--- config.mk ---
export PLATFORM = sky130hd
export DESIGN_NAME = cmpn_node
export DESIGN_NICKNAME = d
export VERILOG_FILES = /design/src/hdl/cmpn_pkg.sv /design/src/hdl/cmpn_node.sv /design/src/hdl/cmpn_pump_pwm.sv
export SDC_FILE = /design/constraint.sdc
export NUM_CORES = 1
export LEC_CHECK = 0
export ABC_AREA = 1
export BUFFER_PORTS_ARGS = -buffer_cell sky130_fd_sc_hd__buf_4
export CORE_MARGIN = 2
export CORE_UTILIZATION = 47
export CTS_BUF_LIST = sky130_fd_sc_hd__clkbuf_4 sky130_fd_sc_hd__clkbuf_8 sky130_fd_sc_hd__clkbuf_16
export DETAILED_ROUTE_END_ITERATION = 6
export GPL_ROUTABILITY_DRIVEN = 0
export GPL_TIMING_DRIVEN = 0
export HOLD_SLACK_MARGIN = 0.08
export MAX_ROUTING_LAYER = met4
export PLACE_DENSITY = 0.68
export SKIP_CTS_REPAIR_TIMING = 1
export SYNTH_ARGS = -nofsm -noshare
export SYNTH_HDL_FRONTEND = slang
export SYNTH_SLANG_ARGS = --single-unit
--- constraint.sdc ---
create_clock -name clk_i -period 2.1 [get_ports clk_i]
set_input_delay 0.42 -clock clk_i [delete_from_list [all_inputs] [get_ports clk_i]]
set_output_delay 0.42 -clock clk_i [all_outputs]
set_load 0.05 [all_outputs]
--- src/hdl/cmpn_pkg.sv ---
// shared constants and types of the cell monitor pump node
package cmpn_pkg;

  // ==========================================================================
  // timing
  localparam int unsigned CLK_HZ          = 20_000_000;
  localparam int unsigned PUMP_FREQ_HZ    = 204_800;
  localparam int unsigned PUMP_PERIOD_CYC = CLK_HZ / PUMP_FREQ_HZ;
  localparam int unsigned DUTY_FULL_PCT   = 100;
  localparam int unsigned NORTH_DUTY_PCT  = 33;
  localparam int unsigned NORTH_ON_CYC    = PUMP_PERIOD_CYC * NORTH_DUTY_PCT / DUTY_FULL_PCT;
  localparam int unsigned CONV_MAX_MS     = 80;
  localparam int unsigned CONV_MAX_CYC    = CONV_MAX_MS * (CLK_HZ / 1000);

  // ==========================================================================
  // widths and indices
  localparam int unsigned PER_W     = 8;
  localparam int unsigned RES_W     = 16;
  localparam int unsigned NUM_CELLS = 2;
  localparam int unsigned NUM_TEMPS = 3;
  localparam int unsigned TMR_W     = 32;

  localparam logic [1:0] OP_NONE = 2'h0;
  localparam logic [1:0] OP_VOLT = 2'h1;
  localparam logic [1:0] OP_TEMP = 2'h2;
  localparam logic [1:0] OP_PUMP = 2'h3;

  localparam logic [1:0] TSEL_INT  = 2'h0;
  localparam logic [1:0] TSEL_EXT1 = 2'h1;
  localparam logic [1:0] TSEL_EXT2 = 2'h2;

  // read selector: cells 0..1, temperatures 2..4
  localparam logic [2:0] RSEL_CELL1 = 3'h0;
  localparam logic [2:0] RSEL_CELL2 = 3'h1;
  localparam logic [2:0] RSEL_TINT  = 3'h2;
  localparam logic [2:0] RSEL_TEXT1 = 3'h3;
  localparam logic [2:0] RSEL_TEXT2 = 3'h4;

  // drive enable bit positions
  localparam int unsigned DRV_C1N = 0;
  localparam int unsigned DRV_C1S = 1;
  localparam int unsigned DRV_C2N = 2;
  localparam int unsigned DRV_C2S = 3;

  localparam logic [PER_W-1:0] PERIOD_RST = PER_W'(PUMP_PERIOD_CYC);
  localparam logic [PER_W-1:0] NORTH_RST  = PER_W'(NORTH_ON_CYC);
  localparam logic [3:0]       DRIVE_RST  = 4'h0;
  localparam logic [RES_W-1:0] RES_RST    = 16'h0000;

  // ==========================================================================
  // types
  typedef enum logic [2:0] {
    CMPN_IDLE = 3'b001,
    CMPN_VOLT = 3'b010,
    CMPN_TEMP = 3'b100
  } cmpn_conv_e;

  typedef struct packed {
    logic             valid;
    logic [1:0]       op;
    logic [1:0]       temp_sel;
    logic [3:0]       drive_en;
    logic [PER_W-1:0] period;
    logic [PER_W-1:0] north_on;
  } cmpn_cmd_s;

  typedef struct packed {
    logic [1:0]            done;
    logic [1:0][RES_W-1:0] data;
  } cmpn_adc_s;

  typedef struct packed {
    logic [1:0] start;
    logic       temp_mode;
    logic [1:0] temp_sel;
  } cmpn_adc_ctl_s;

  typedef struct packed {
    logic       valid;
    logic [2:0] sel;
  } cmpn_rd_s;

endpackage

--- src/hdl/cmpn_node.sv ---
// top of the cell monitor pump node: conversions, balancing drives, chain relay
// What this block does
// drives switch at commanded frequency and duty
// south duty is 100 minus north duty
// north high phase is the on-time
// conversion ends within 80 ms
// conversions start only on controller command
// latest result per cell kept and readable
// temperature uses same converters, independent
// internal plus two external temperature sources
// cell 1 south pumps downward, unused lowest
// cell 1 north pumps into cell 2
// cell 2 south pumps into cell 1
// cell 2 north pumps upward, unused highest
// drives only follow controller balancing commands
// every serial bit buffered and regenerated
// input from lower node, output upward
// active on traffic, standby when idle
// all drives off after reset
`timescale 1ns/1ns
module cmpn_node #(
  parameter int unsigned CONV_MAX_CYC    = cmpn_pkg::CONV_MAX_CYC,
  parameter bit          IS_LOWEST_NODE  = 1'b0,
  parameter bit          IS_HIGHEST_NODE = 1'b0
) (
  input  wire logic                       clk_i,
  input  wire logic                       arst_n_i,
  input  wire logic                       chain_serial_in_i,
  output logic                            chain_serial_out_o,
  input  wire cmpn_pkg::cmpn_cmd_s        cmd_i,
  input  wire cmpn_pkg::cmpn_adc_s        adc_i,
  output cmpn_pkg::cmpn_adc_ctl_s         adc_ctl_o,
  input  wire cmpn_pkg::cmpn_rd_s         rd_i,
  output logic                            rd_ack_o,
  output logic [cmpn_pkg::RES_W-1:0]      rd_data_o,
  output logic                            conv_busy_o,
  output logic                            conv_timeout_o,
  output logic                            active_o,
  output logic                            cell1_north_drive_o,
  output logic                            cell1_south_drive_o,
  output logic                            cell2_north_drive_o,
  output logic                            cell2_south_drive_o
);

  typedef struct packed {
    cmpn_pkg::cmpn_conv_e                                   conv;
    logic [cmpn_pkg::TMR_W-1:0]                             timer;
    logic [1:0]                                             done_seen;
    logic [cmpn_pkg::NUM_CELLS-1:0][cmpn_pkg::RES_W-1:0]    cell_res;
    logic [cmpn_pkg::NUM_TEMPS-1:0][cmpn_pkg::RES_W-1:0]    temp_res;
    logic [1:0]                                             temp_sel;
    logic [3:0]                                             drive_en;
    logic [cmpn_pkg::PER_W-1:0]                             period;
    logic [cmpn_pkg::PER_W-1:0]                             north_on;
    logic                                                   ser_out;
    logic                                                   active;
    logic                                                   timeout;
    logic                                                   busy;
    cmpn_pkg::cmpn_adc_ctl_s                                adc_ctl;
    logic                                                   rd_ack;
    logic [cmpn_pkg::RES_W-1:0]                             rd_data;
  } cmpn_node_s;

  cmpn_node_s st_ff;
  cmpn_node_s nxt_st;
  logic       chain_edge;
  logic       conv_cmd;

  // ==========================================================================
  // result lookup
  function automatic logic [cmpn_pkg::RES_W-1:0] pick_result(input cmpn_node_s s, input logic [2:0] sel);
    case (sel)
      cmpn_pkg::RSEL_CELL1: pick_result = s.cell_res[0];
      cmpn_pkg::RSEL_CELL2: pick_result = s.cell_res[1];
      cmpn_pkg::RSEL_TINT:  pick_result = s.temp_res[cmpn_pkg::TSEL_INT];
      cmpn_pkg::RSEL_TEXT1: pick_result = s.temp_res[cmpn_pkg::TSEL_EXT1];
      cmpn_pkg::RSEL_TEXT2: pick_result = s.temp_res[cmpn_pkg::TSEL_EXT2];
      default:              pick_result = cmpn_pkg::RES_RST;
    endcase
  endfunction

  assign chain_edge = chain_serial_in_i ^ st_ff.ser_out;
  assign conv_cmd   = cmd_i.valid && (cmd_i.op == cmpn_pkg::OP_VOLT || cmd_i.op == cmpn_pkg::OP_TEMP);

  // ==========================================================================
  // next state
  always_comb begin
    nxt_st               = st_ff;
    nxt_st.ser_out       = chain_serial_in_i;
    nxt_st.adc_ctl.start = 2'b00;
    nxt_st.rd_ack        = rd_i.valid;
    if (rd_i.valid) begin
      nxt_st.rd_data = pick_result(st_ff, rd_i.sel);
    end
    // balancing command: drives follow it and nothing else
    if (cmd_i.valid && cmd_i.op == cmpn_pkg::OP_PUMP) begin
      nxt_st.drive_en = cmd_i.drive_en;
      nxt_st.period   = cmd_i.period;
      nxt_st.north_on = cmd_i.north_on;
      if (IS_LOWEST_NODE) begin
        nxt_st.drive_en[cmpn_pkg::DRV_C1S] = 1'b0;
      end
      if (IS_HIGHEST_NODE) begin
        nxt_st.drive_en[cmpn_pkg::DRV_C2N] = 1'b0;
      end
    end
    case (st_ff.conv)
      cmpn_pkg::CMPN_IDLE: begin
        if (conv_cmd) begin
          nxt_st.timer     = '0;
          nxt_st.done_seen = 2'b00;
          nxt_st.timeout   = 1'b0;
          if (cmd_i.op == cmpn_pkg::OP_VOLT) begin
            nxt_st.conv              = cmpn_pkg::CMPN_VOLT;
            nxt_st.adc_ctl.start     = 2'b11;
            nxt_st.adc_ctl.temp_mode = 1'b0;
          end else begin
            nxt_st.conv              = cmpn_pkg::CMPN_TEMP;
            nxt_st.adc_ctl.start     = 2'b01;
            nxt_st.adc_ctl.temp_mode = 1'b1;
            nxt_st.adc_ctl.temp_sel  = cmd_i.temp_sel;
            nxt_st.temp_sel          = cmd_i.temp_sel;
          end
        end
      end
      cmpn_pkg::CMPN_VOLT: begin
        nxt_st.timer = st_ff.timer + cmpn_pkg::TMR_W'(1);
        for (int i = 0; i < cmpn_pkg::NUM_CELLS; i++) begin
          if (adc_i.done[i] && !st_ff.done_seen[i]) begin
            nxt_st.cell_res[i]  = adc_i.data[i];
            nxt_st.done_seen[i] = 1'b1;
          end
        end
        if (&nxt_st.done_seen) begin
          nxt_st.conv = cmpn_pkg::CMPN_IDLE;
        end else if (st_ff.timer >= cmpn_pkg::TMR_W'(CONV_MAX_CYC - 1)) begin
          nxt_st.conv    = cmpn_pkg::CMPN_IDLE;
          nxt_st.timeout = 1'b1;
        end
      end
      cmpn_pkg::CMPN_TEMP: begin
        nxt_st.timer = st_ff.timer + cmpn_pkg::TMR_W'(1);
        if (adc_i.done[0]) begin
          if (st_ff.temp_sel <= cmpn_pkg::TSEL_EXT2) begin
            nxt_st.temp_res[st_ff.temp_sel] = adc_i.data[0];
          end
          nxt_st.conv = cmpn_pkg::CMPN_IDLE;
        end else if (st_ff.timer >= cmpn_pkg::TMR_W'(CONV_MAX_CYC - 1)) begin
          nxt_st.conv    = cmpn_pkg::CMPN_IDLE;
          nxt_st.timeout = 1'b1;
        end
      end
      default: begin
        nxt_st.conv = cmpn_pkg::CMPN_IDLE;
      end
    endcase
    // active while traffic, conversion or pumping lasts
    nxt_st.active = chain_edge || cmd_i.valid || (nxt_st.conv != cmpn_pkg::CMPN_IDLE)
                    || (|nxt_st.drive_en);
    nxt_st.busy   = (nxt_st.conv != cmpn_pkg::CMPN_IDLE);
  end

  always_ff @(posedge clk_i or negedge arst_n_i) begin
    if (!arst_n_i) begin
      st_ff          <= '0;
      st_ff.conv     <= cmpn_pkg::CMPN_IDLE;
      st_ff.drive_en <= cmpn_pkg::DRIVE_RST;
      st_ff.period   <= cmpn_pkg::PERIOD_RST;
      st_ff.north_on <= cmpn_pkg::NORTH_RST;
    end else begin
      st_ff <= nxt_st;
    end
  end

  // ==========================================================================
  // balancing drive pairs, one per cell
  logic [cmpn_pkg::NUM_CELLS-1:0] north_drv;
  logic [cmpn_pkg::NUM_CELLS-1:0] south_drv;

  generate
    for (genvar c = 0; c < cmpn_pkg::NUM_CELLS; c++) begin : g_cell
      cmpn_pump_pwm #(
        .PER_W(cmpn_pkg::PER_W)
      ) u_pwm (
        .clk_i        (clk_i),
        .arst_n_i     (arst_n_i),
        .north_en_i   (st_ff.drive_en[2*c]),
        .south_en_i   (st_ff.drive_en[2*c+1]),
        .period_i     (st_ff.period),
        .north_on_i   (st_ff.north_on),
        .north_drive_o(north_drv[c]),
        .south_drive_o(south_drv[c])
      );
    end
  endgenerate

  // ==========================================================================
  // outputs
  assign cell1_north_drive_o = north_drv[0];
  assign cell1_south_drive_o = south_drv[0];
  assign cell2_north_drive_o = north_drv[1];
  assign cell2_south_drive_o = south_drv[1];
  assign chain_serial_out_o  = st_ff.ser_out;
  assign adc_ctl_o           = st_ff.adc_ctl;
  assign rd_ack_o            = st_ff.rd_ack;
  assign rd_data_o           = st_ff.rd_data;
  assign conv_busy_o         = st_ff.busy;
  assign conv_timeout_o      = st_ff.timeout;
  assign active_o            = st_ff.active;

  // ==========================================================================
  // checks
  a_relay_regen: assert property (@(posedge clk_i) disable iff (!arst_n_i)
    ##1 (chain_serial_out_o == $past(chain_serial_in_i))) else $error("serial bit not relayed");

  a_conv_bounded: assert property (@(posedge clk_i) disable iff (!arst_n_i)
    conv_busy_o |-> (st_ff.timer < cmpn_pkg::TMR_W'(CONV_MAX_CYC))) else $error("conversion overran bound");

  a_start_on_cmd: assert property (@(posedge clk_i) disable iff (!arst_n_i)
    (|adc_ctl_o.start) |-> $past(conv_cmd && !conv_busy_o)) else $error("conversion started without command");

  a_volt_both_adc: assert property (@(posedge clk_i) disable iff (!arst_n_i)
    (conv_cmd && cmd_i.op == cmpn_pkg::OP_VOLT && !conv_busy_o) |=> (adc_ctl_o.start == 2'b11))
    else $error("voltage command did not start both converters");

  a_temp_one_adc: assert property (@(posedge clk_i) disable iff (!arst_n_i)
    (conv_cmd && cmd_i.op == cmpn_pkg::OP_TEMP && !conv_busy_o) |=> (adc_ctl_o.start == 2'b01 && adc_ctl_o.temp_mode))
    else $error("temperature command start wrong");

  a_result_kept: assert property (@(posedge clk_i) disable iff (!arst_n_i)
    (st_ff.conv != cmpn_pkg::CMPN_VOLT) |=> $stable(st_ff.cell_res)) else $error("cell result changed while idle");

  a_read_answer: assert property (@(posedge clk_i) disable iff (!arst_n_i)
    (rd_i.valid && rd_i.sel == cmpn_pkg::RSEL_CELL2) |=> (rd_ack_o && rd_data_o == $past(st_ff.cell_res[1])))
    else $error("read answer wrong");

  a_drives_follow: assert property (@(posedge clk_i) disable iff (!arst_n_i)
    (st_ff.drive_en == 4'h0) |=> !(cell1_north_drive_o || cell1_south_drive_o || cell2_north_drive_o
    || cell2_south_drive_o)) else $error("drive on without enable");

  a_standby_return: assert property (@(posedge clk_i) disable iff (!arst_n_i)
    (!chain_edge && !cmd_i.valid && !conv_busy_o && st_ff.drive_en == 4'h0) |=> !active_o)
    else $error("did not return to standby");

  a_wake_on_traffic: assert property (@(posedge clk_i) disable iff (!arst_n_i)
    chain_edge |=> active_o) else $error("traffic did not wake node");

endmodule

--- src/hdl/cmpn_pump_pwm.sv ---
// one cell's north/south balancing gate pwm pair
`timescale 1ns/1ns
module cmpn_pump_pwm #(
  parameter int unsigned PER_W = 8
) (
  input  wire logic             clk_i,
  input  wire logic             arst_n_i,
  input  wire logic             north_en_i,
  input  wire logic             south_en_i,
  input  wire logic [PER_W-1:0] period_i,
  input  wire logic [PER_W-1:0] north_on_i,
  output logic                  north_drive_o,
  output logic                  south_drive_o
);

  typedef struct packed {
    logic [PER_W-1:0] cnt;
    logic             north;
    logic             south;
  } cmpn_pwm_s;

  cmpn_pwm_s st_ff;
  cmpn_pwm_s nxt_st;

  // ==========================================================================
  // period counter and drive compare
  always_comb begin
    nxt_st = st_ff;
    if (st_ff.cnt >= period_i - PER_W'(1)) begin
      nxt_st.cnt = '0;
    end else begin
      nxt_st.cnt = st_ff.cnt + PER_W'(1);
    end
    nxt_st.north = north_en_i && (st_ff.cnt < north_on_i);
    nxt_st.south = south_en_i && (st_ff.cnt >= north_on_i);
  end

  always_ff @(posedge clk_i or negedge arst_n_i) begin
    if (!arst_n_i) begin
      st_ff <= '0;
    end else begin
      st_ff <= nxt_st;
    end
  end

  assign north_drive_o = st_ff.north;
  assign south_drive_o = st_ff.south;

  // ==========================================================================
  // checks
  a_pair_exclusive: assert property (@(posedge clk_i) disable iff (!arst_n_i)
    !(north_drive_o && south_drive_o)) else $error("north and south drive both high");

  a_north_high_phase: assert property (@(posedge clk_i) disable iff (!arst_n_i)
    (north_en_i && st_ff.cnt < north_on_i) |=> north_drive_o) else $error("north on-time missing");

  a_south_complement: assert property (@(posedge clk_i) disable iff (!arst_n_i)
    (south_en_i && st_ff.cnt >= north_on_i) |=> south_drive_o) else $error("south phase missing");

  a_counter_wrap: assert property (@(posedge clk_i) disable iff (!arst_n_i)
    (st_ff.cnt >= period_i - PER_W'(1)) |=> (st_ff.cnt == '0)) else $error("pwm counter did not wrap");

endmodule

==> impl_metrics.csv <==
group,metric,value,unit
outcome,status,"finished, final reports clean",
logic_synthesis,async_flop_share,100,%
global_route,grt_first_pass_wirelength,39000,µm
logic_synthesis,ys_types,41,
logic_synthesis,synth_seq_cells,183,
floorplanning,die_w,145,µm
critical_path,startpoint,"st_ff[34]",
sta,grt_setup_unrepaired,"true",
logic_synthesis,syn-num-nets,1237,
route,drc,0,
sta,hold_violations,0,
pwr,ir_drop,0.570,mV
layout,regArea,4590,µm²
floorplanning,rows,51,
logic_synthesis,synth.avg_cell_area,8.30,µm²
sta,fmax,478,MHz
cts,clockBufferDepth,2,
critical_path,worst-setup-path-type,"reg -> reg",
critical_path,worstReg2RegStart,"st_ff[34]",
global_route,track_usage,23.7,%
pwr,p_total,0.0101,W
critical_path,critical_path_required,2470,ps
cts,cts_tree,"built",
global_route,grt-ovfl-total,0,
floorplanning,start_util,48.2,%
route,met1_length,10900,µm
layout,final_cell_mix,"306 x nand2_1, 176 x dfrtp_1, 124 x buf_4, 104 x nor2_1, 95 x nand3_1",
job,maxCapViolCount,0,
cts,cts_buffers,17,
route,drt_iter0_markers,526,
route,met2WireLength,11500,µm
critical_path,cp_max_fo,8,
layout,areaGrowthSynthToFinish,19.8,%
layout,nets,1357,
hold_path,min-delay-path-class,"in -> reg",
floorplanning,coreArea,19500,µm²
critical_path,worst_setup_path_end_kind,"flop",
logic_synthesis,ys_warn_count,0,
floorplanning,die_area,21200,µm²
layout,final_common_cell,"nand2_1",
route,top_layer_used,"met4",
route,dr.pass1.iters,5,
sta,worst_pin_slew,651,ps
critical_path,reg2reg_to,"g_cell[1].u_pwm.st_ff[9]",
pwr,power.leakage,5.62,nW
sta,fin_skew,10.0,ps
logic_synthesis,ys.flop_type,"dfrtp_1",
hold_path,worstHoldStart,"chain_serial_in_i",
logic_synthesis,synth_edf_count,0,
route,ant_nets,0,
route,wl_per_cell,15.7,µm
route,viasPerCell,5.21,
floorplanning,fp.dieH,145,µm
critical_path,reg2reg_slack,6,ps
route,num_vias,7978,
route,met3WireLength,1230,µm
placement,io_buffers,94,
logic_synthesis,synthCells,1133,
layout,drive_above_1_share,18.6,%
sta,fin_crit,2090,ps
placement,place_hpwl,17000,µm
critical_path,arrival,2470,ps
logic_synthesis,ys_seq_area_share,48.8,%
critical_path,ff2ff_path_depth,11,
sta,finalSetupViolCount,0,
global_route,grt_max_degree,100,
cts,clock_sinks,183,
global_route,grt_pass1_vias,7739,
floorplanning,ioPinCount,96,
cts,htreeDepth,4,
layout,multi_input_area,4240,µm²
sta,fin_crit_sh,99.7,%
hold_path,holdPathStages,1,
hold_path,holdPathEnd,"chain_serial_out_o",
layout,nFillCells,1807,
sta,slew_violations,0,
global_route,antenna_found_initial,1,
cts,cts_root_buffer,"clkbuf_16",
route,drt_wl_total,24100,µm
sta,worst_slack,6.46,ps
sta,relSlewSlack,56.6,%
pwr,power_density,900,nW/µm²
placement,preCtsSetupSlack,-316,ps
cts,clk_latency,440,ps
critical_path,worstSetupStartpointType,"flop",
cts,cts.clk_slew.worst_paths,70,ps
logic_synthesis,synth_area,9400,µm²
==> Yosys cell counts (2+ instances only) <==
cell | number | share of area (%)
nor2_2 | 11 | 0.73
nor3_1 | 10 | 0.53
buf_1 | 3 | 0.12
o22ai_1 | 5 | 0.33
mux2_1 | 10 | 1.2
ha_1 | 38 | 5.1
o21ai_1 | 66 | 3.5
o21ai_0 | 48 | 2.6
dfrtp_1 | 178 | 47
nor3_4 | 2 | 0.35
nand2_1 | 309 | 12
clkbuf_1 | 14 | 0.56
a21oi_1 | 26 | 1.4
buf_2 | 10 | 0.53
buf_4 | 26 | 2.1
nand4_1 | 9 | 0.60
xnor2_1 | 11 | 1.0
xor2_1 | 17 | 1.6
nand3b_1 | 3 | 0.24
inv_2 | 7 | 0.28
nand3_2 | 4 | 0.43
nand3_1 | 95 | 5.1
mux2_2 | 12 | 1.4
nor2_1 | 107 | 4.3
o2111ai_1 | 2 | 0.19
a211oi_1 | 2 | 0.16
inv_1 | 89 | 3.6
dfstp_2 | 5 | 1.4
a31o_2 | 2 | 0.19
==> layout make-up <==
class                      count  share of cell area [%]
tap                          265                    2.94
sequential                   183                    40.7
clock buffer                  17                    3.77
antenna                        1                  0.0222
buffer                        55                    2.89
clock inverter                15                    1.81
multi-input combinational    798                    37.6
inverter                      97                    3.25
timing repair buffer         101                    6.99
==> where the power goes <==
group          leakage (nW)  switching, W  internal [W]  total [W]
clock                 0.307       0.00158       0.00183    0.00341
combinational          2.89       0.00135      0.000942    0.00230
sequential             2.43      0.000414       0.00403    0.00444
==> metal layers <==
metal,vias to the layer above,global-route usage [%]
met5,-,-
met4,0,7.79
met3,36,4.98
met2,210,37.4
met1,3823,30.8
li1,3909,-
==> state kept, by name, summed over array words and instances, names as in the netlist <==
| register | cells |
|---|---|
| st_ff | 137 |
| g_cell.u_pwm.st_ff | 16 |
| rd_data_o | 16 |
| adc_ctl_o | 5 |
| g_cell.u_pwm.north_drive_o | 2 |
| g_cell.u_pwm.south_drive_o | 2 |
| active_o | 1 |
| chain_serial_out_o | 1 |
| conv_busy_o | 1 |
| conv_timeout_o | 1 |
| rd_ack_o | 1 |
==> cell families (layout without fill, tap and decap cells) <==
| kind of cell | count (synthesis) | count (layout) | share of synthesized area, % |
|---|---|---|---|
| buffers and inverters | 152 | 285 | 7.33 |
| adder cells (fa/ha/maj) | 38 | 38 | 5.06 |
| AO/OA/AOI/OAI | 155 | 155 | 8.69 |
| AND/OR/NAND/NOR | 555 | 555 | 24.9 |
| flip-flops | 183 | 183 | 48.8 |
| other | 0 | 1 | 0 |
| XOR/XNOR | 28 | 28 | 2.61 |
| multiplexers | 22 | 22 | 2.63 |
==> worst max-delay path, stage by stage, from the launching register on <==
cell       delay [ps]
dfstp_2           560
inv_4              60
ha_4              180
nand2_4            60
buf_4             110
xor2_1            210
ha_1              270
nand2_1            80
nor2_2             40
nand4_1           130
o2111ai_4         180
nor2_1            160
==> per-stage QoR <==
stage               setup TNS (ps)  utilization, %  instance area, µm²  hold WS [ps]  cells
floorplan                        0               -                9400           124   1133
global placement           -105030            53.5               10400           452   1492
detailed placement           -4490            53.7               10500           460   1493
CTS                          -4640            56.9               11100         -7.35   1525
global route                 -1230            57.7               11300          92.6   1532
finish                           0            57.7               11300           105   1532
==> worst max path at each step <==
stage,endpoint,slack [ps],depth (start not counted)
final,g_cell[1].u_pwm.st_ff[9],6,11
after global placement,st_ff[141],-580,1
after global routing,g_cell[1].u_pwm.st_ff[6],-100,11
after CTS,g_cell[0].u_pwm.st_ff[9],-340,9
after detailed placement,g_cell[0].u_pwm.st_ff[9],-320,9
after floorplan,g_cell[0].u_pwm.st_ff[9],30,11
No activity file was read; power rests on OpenSTA's default activity.
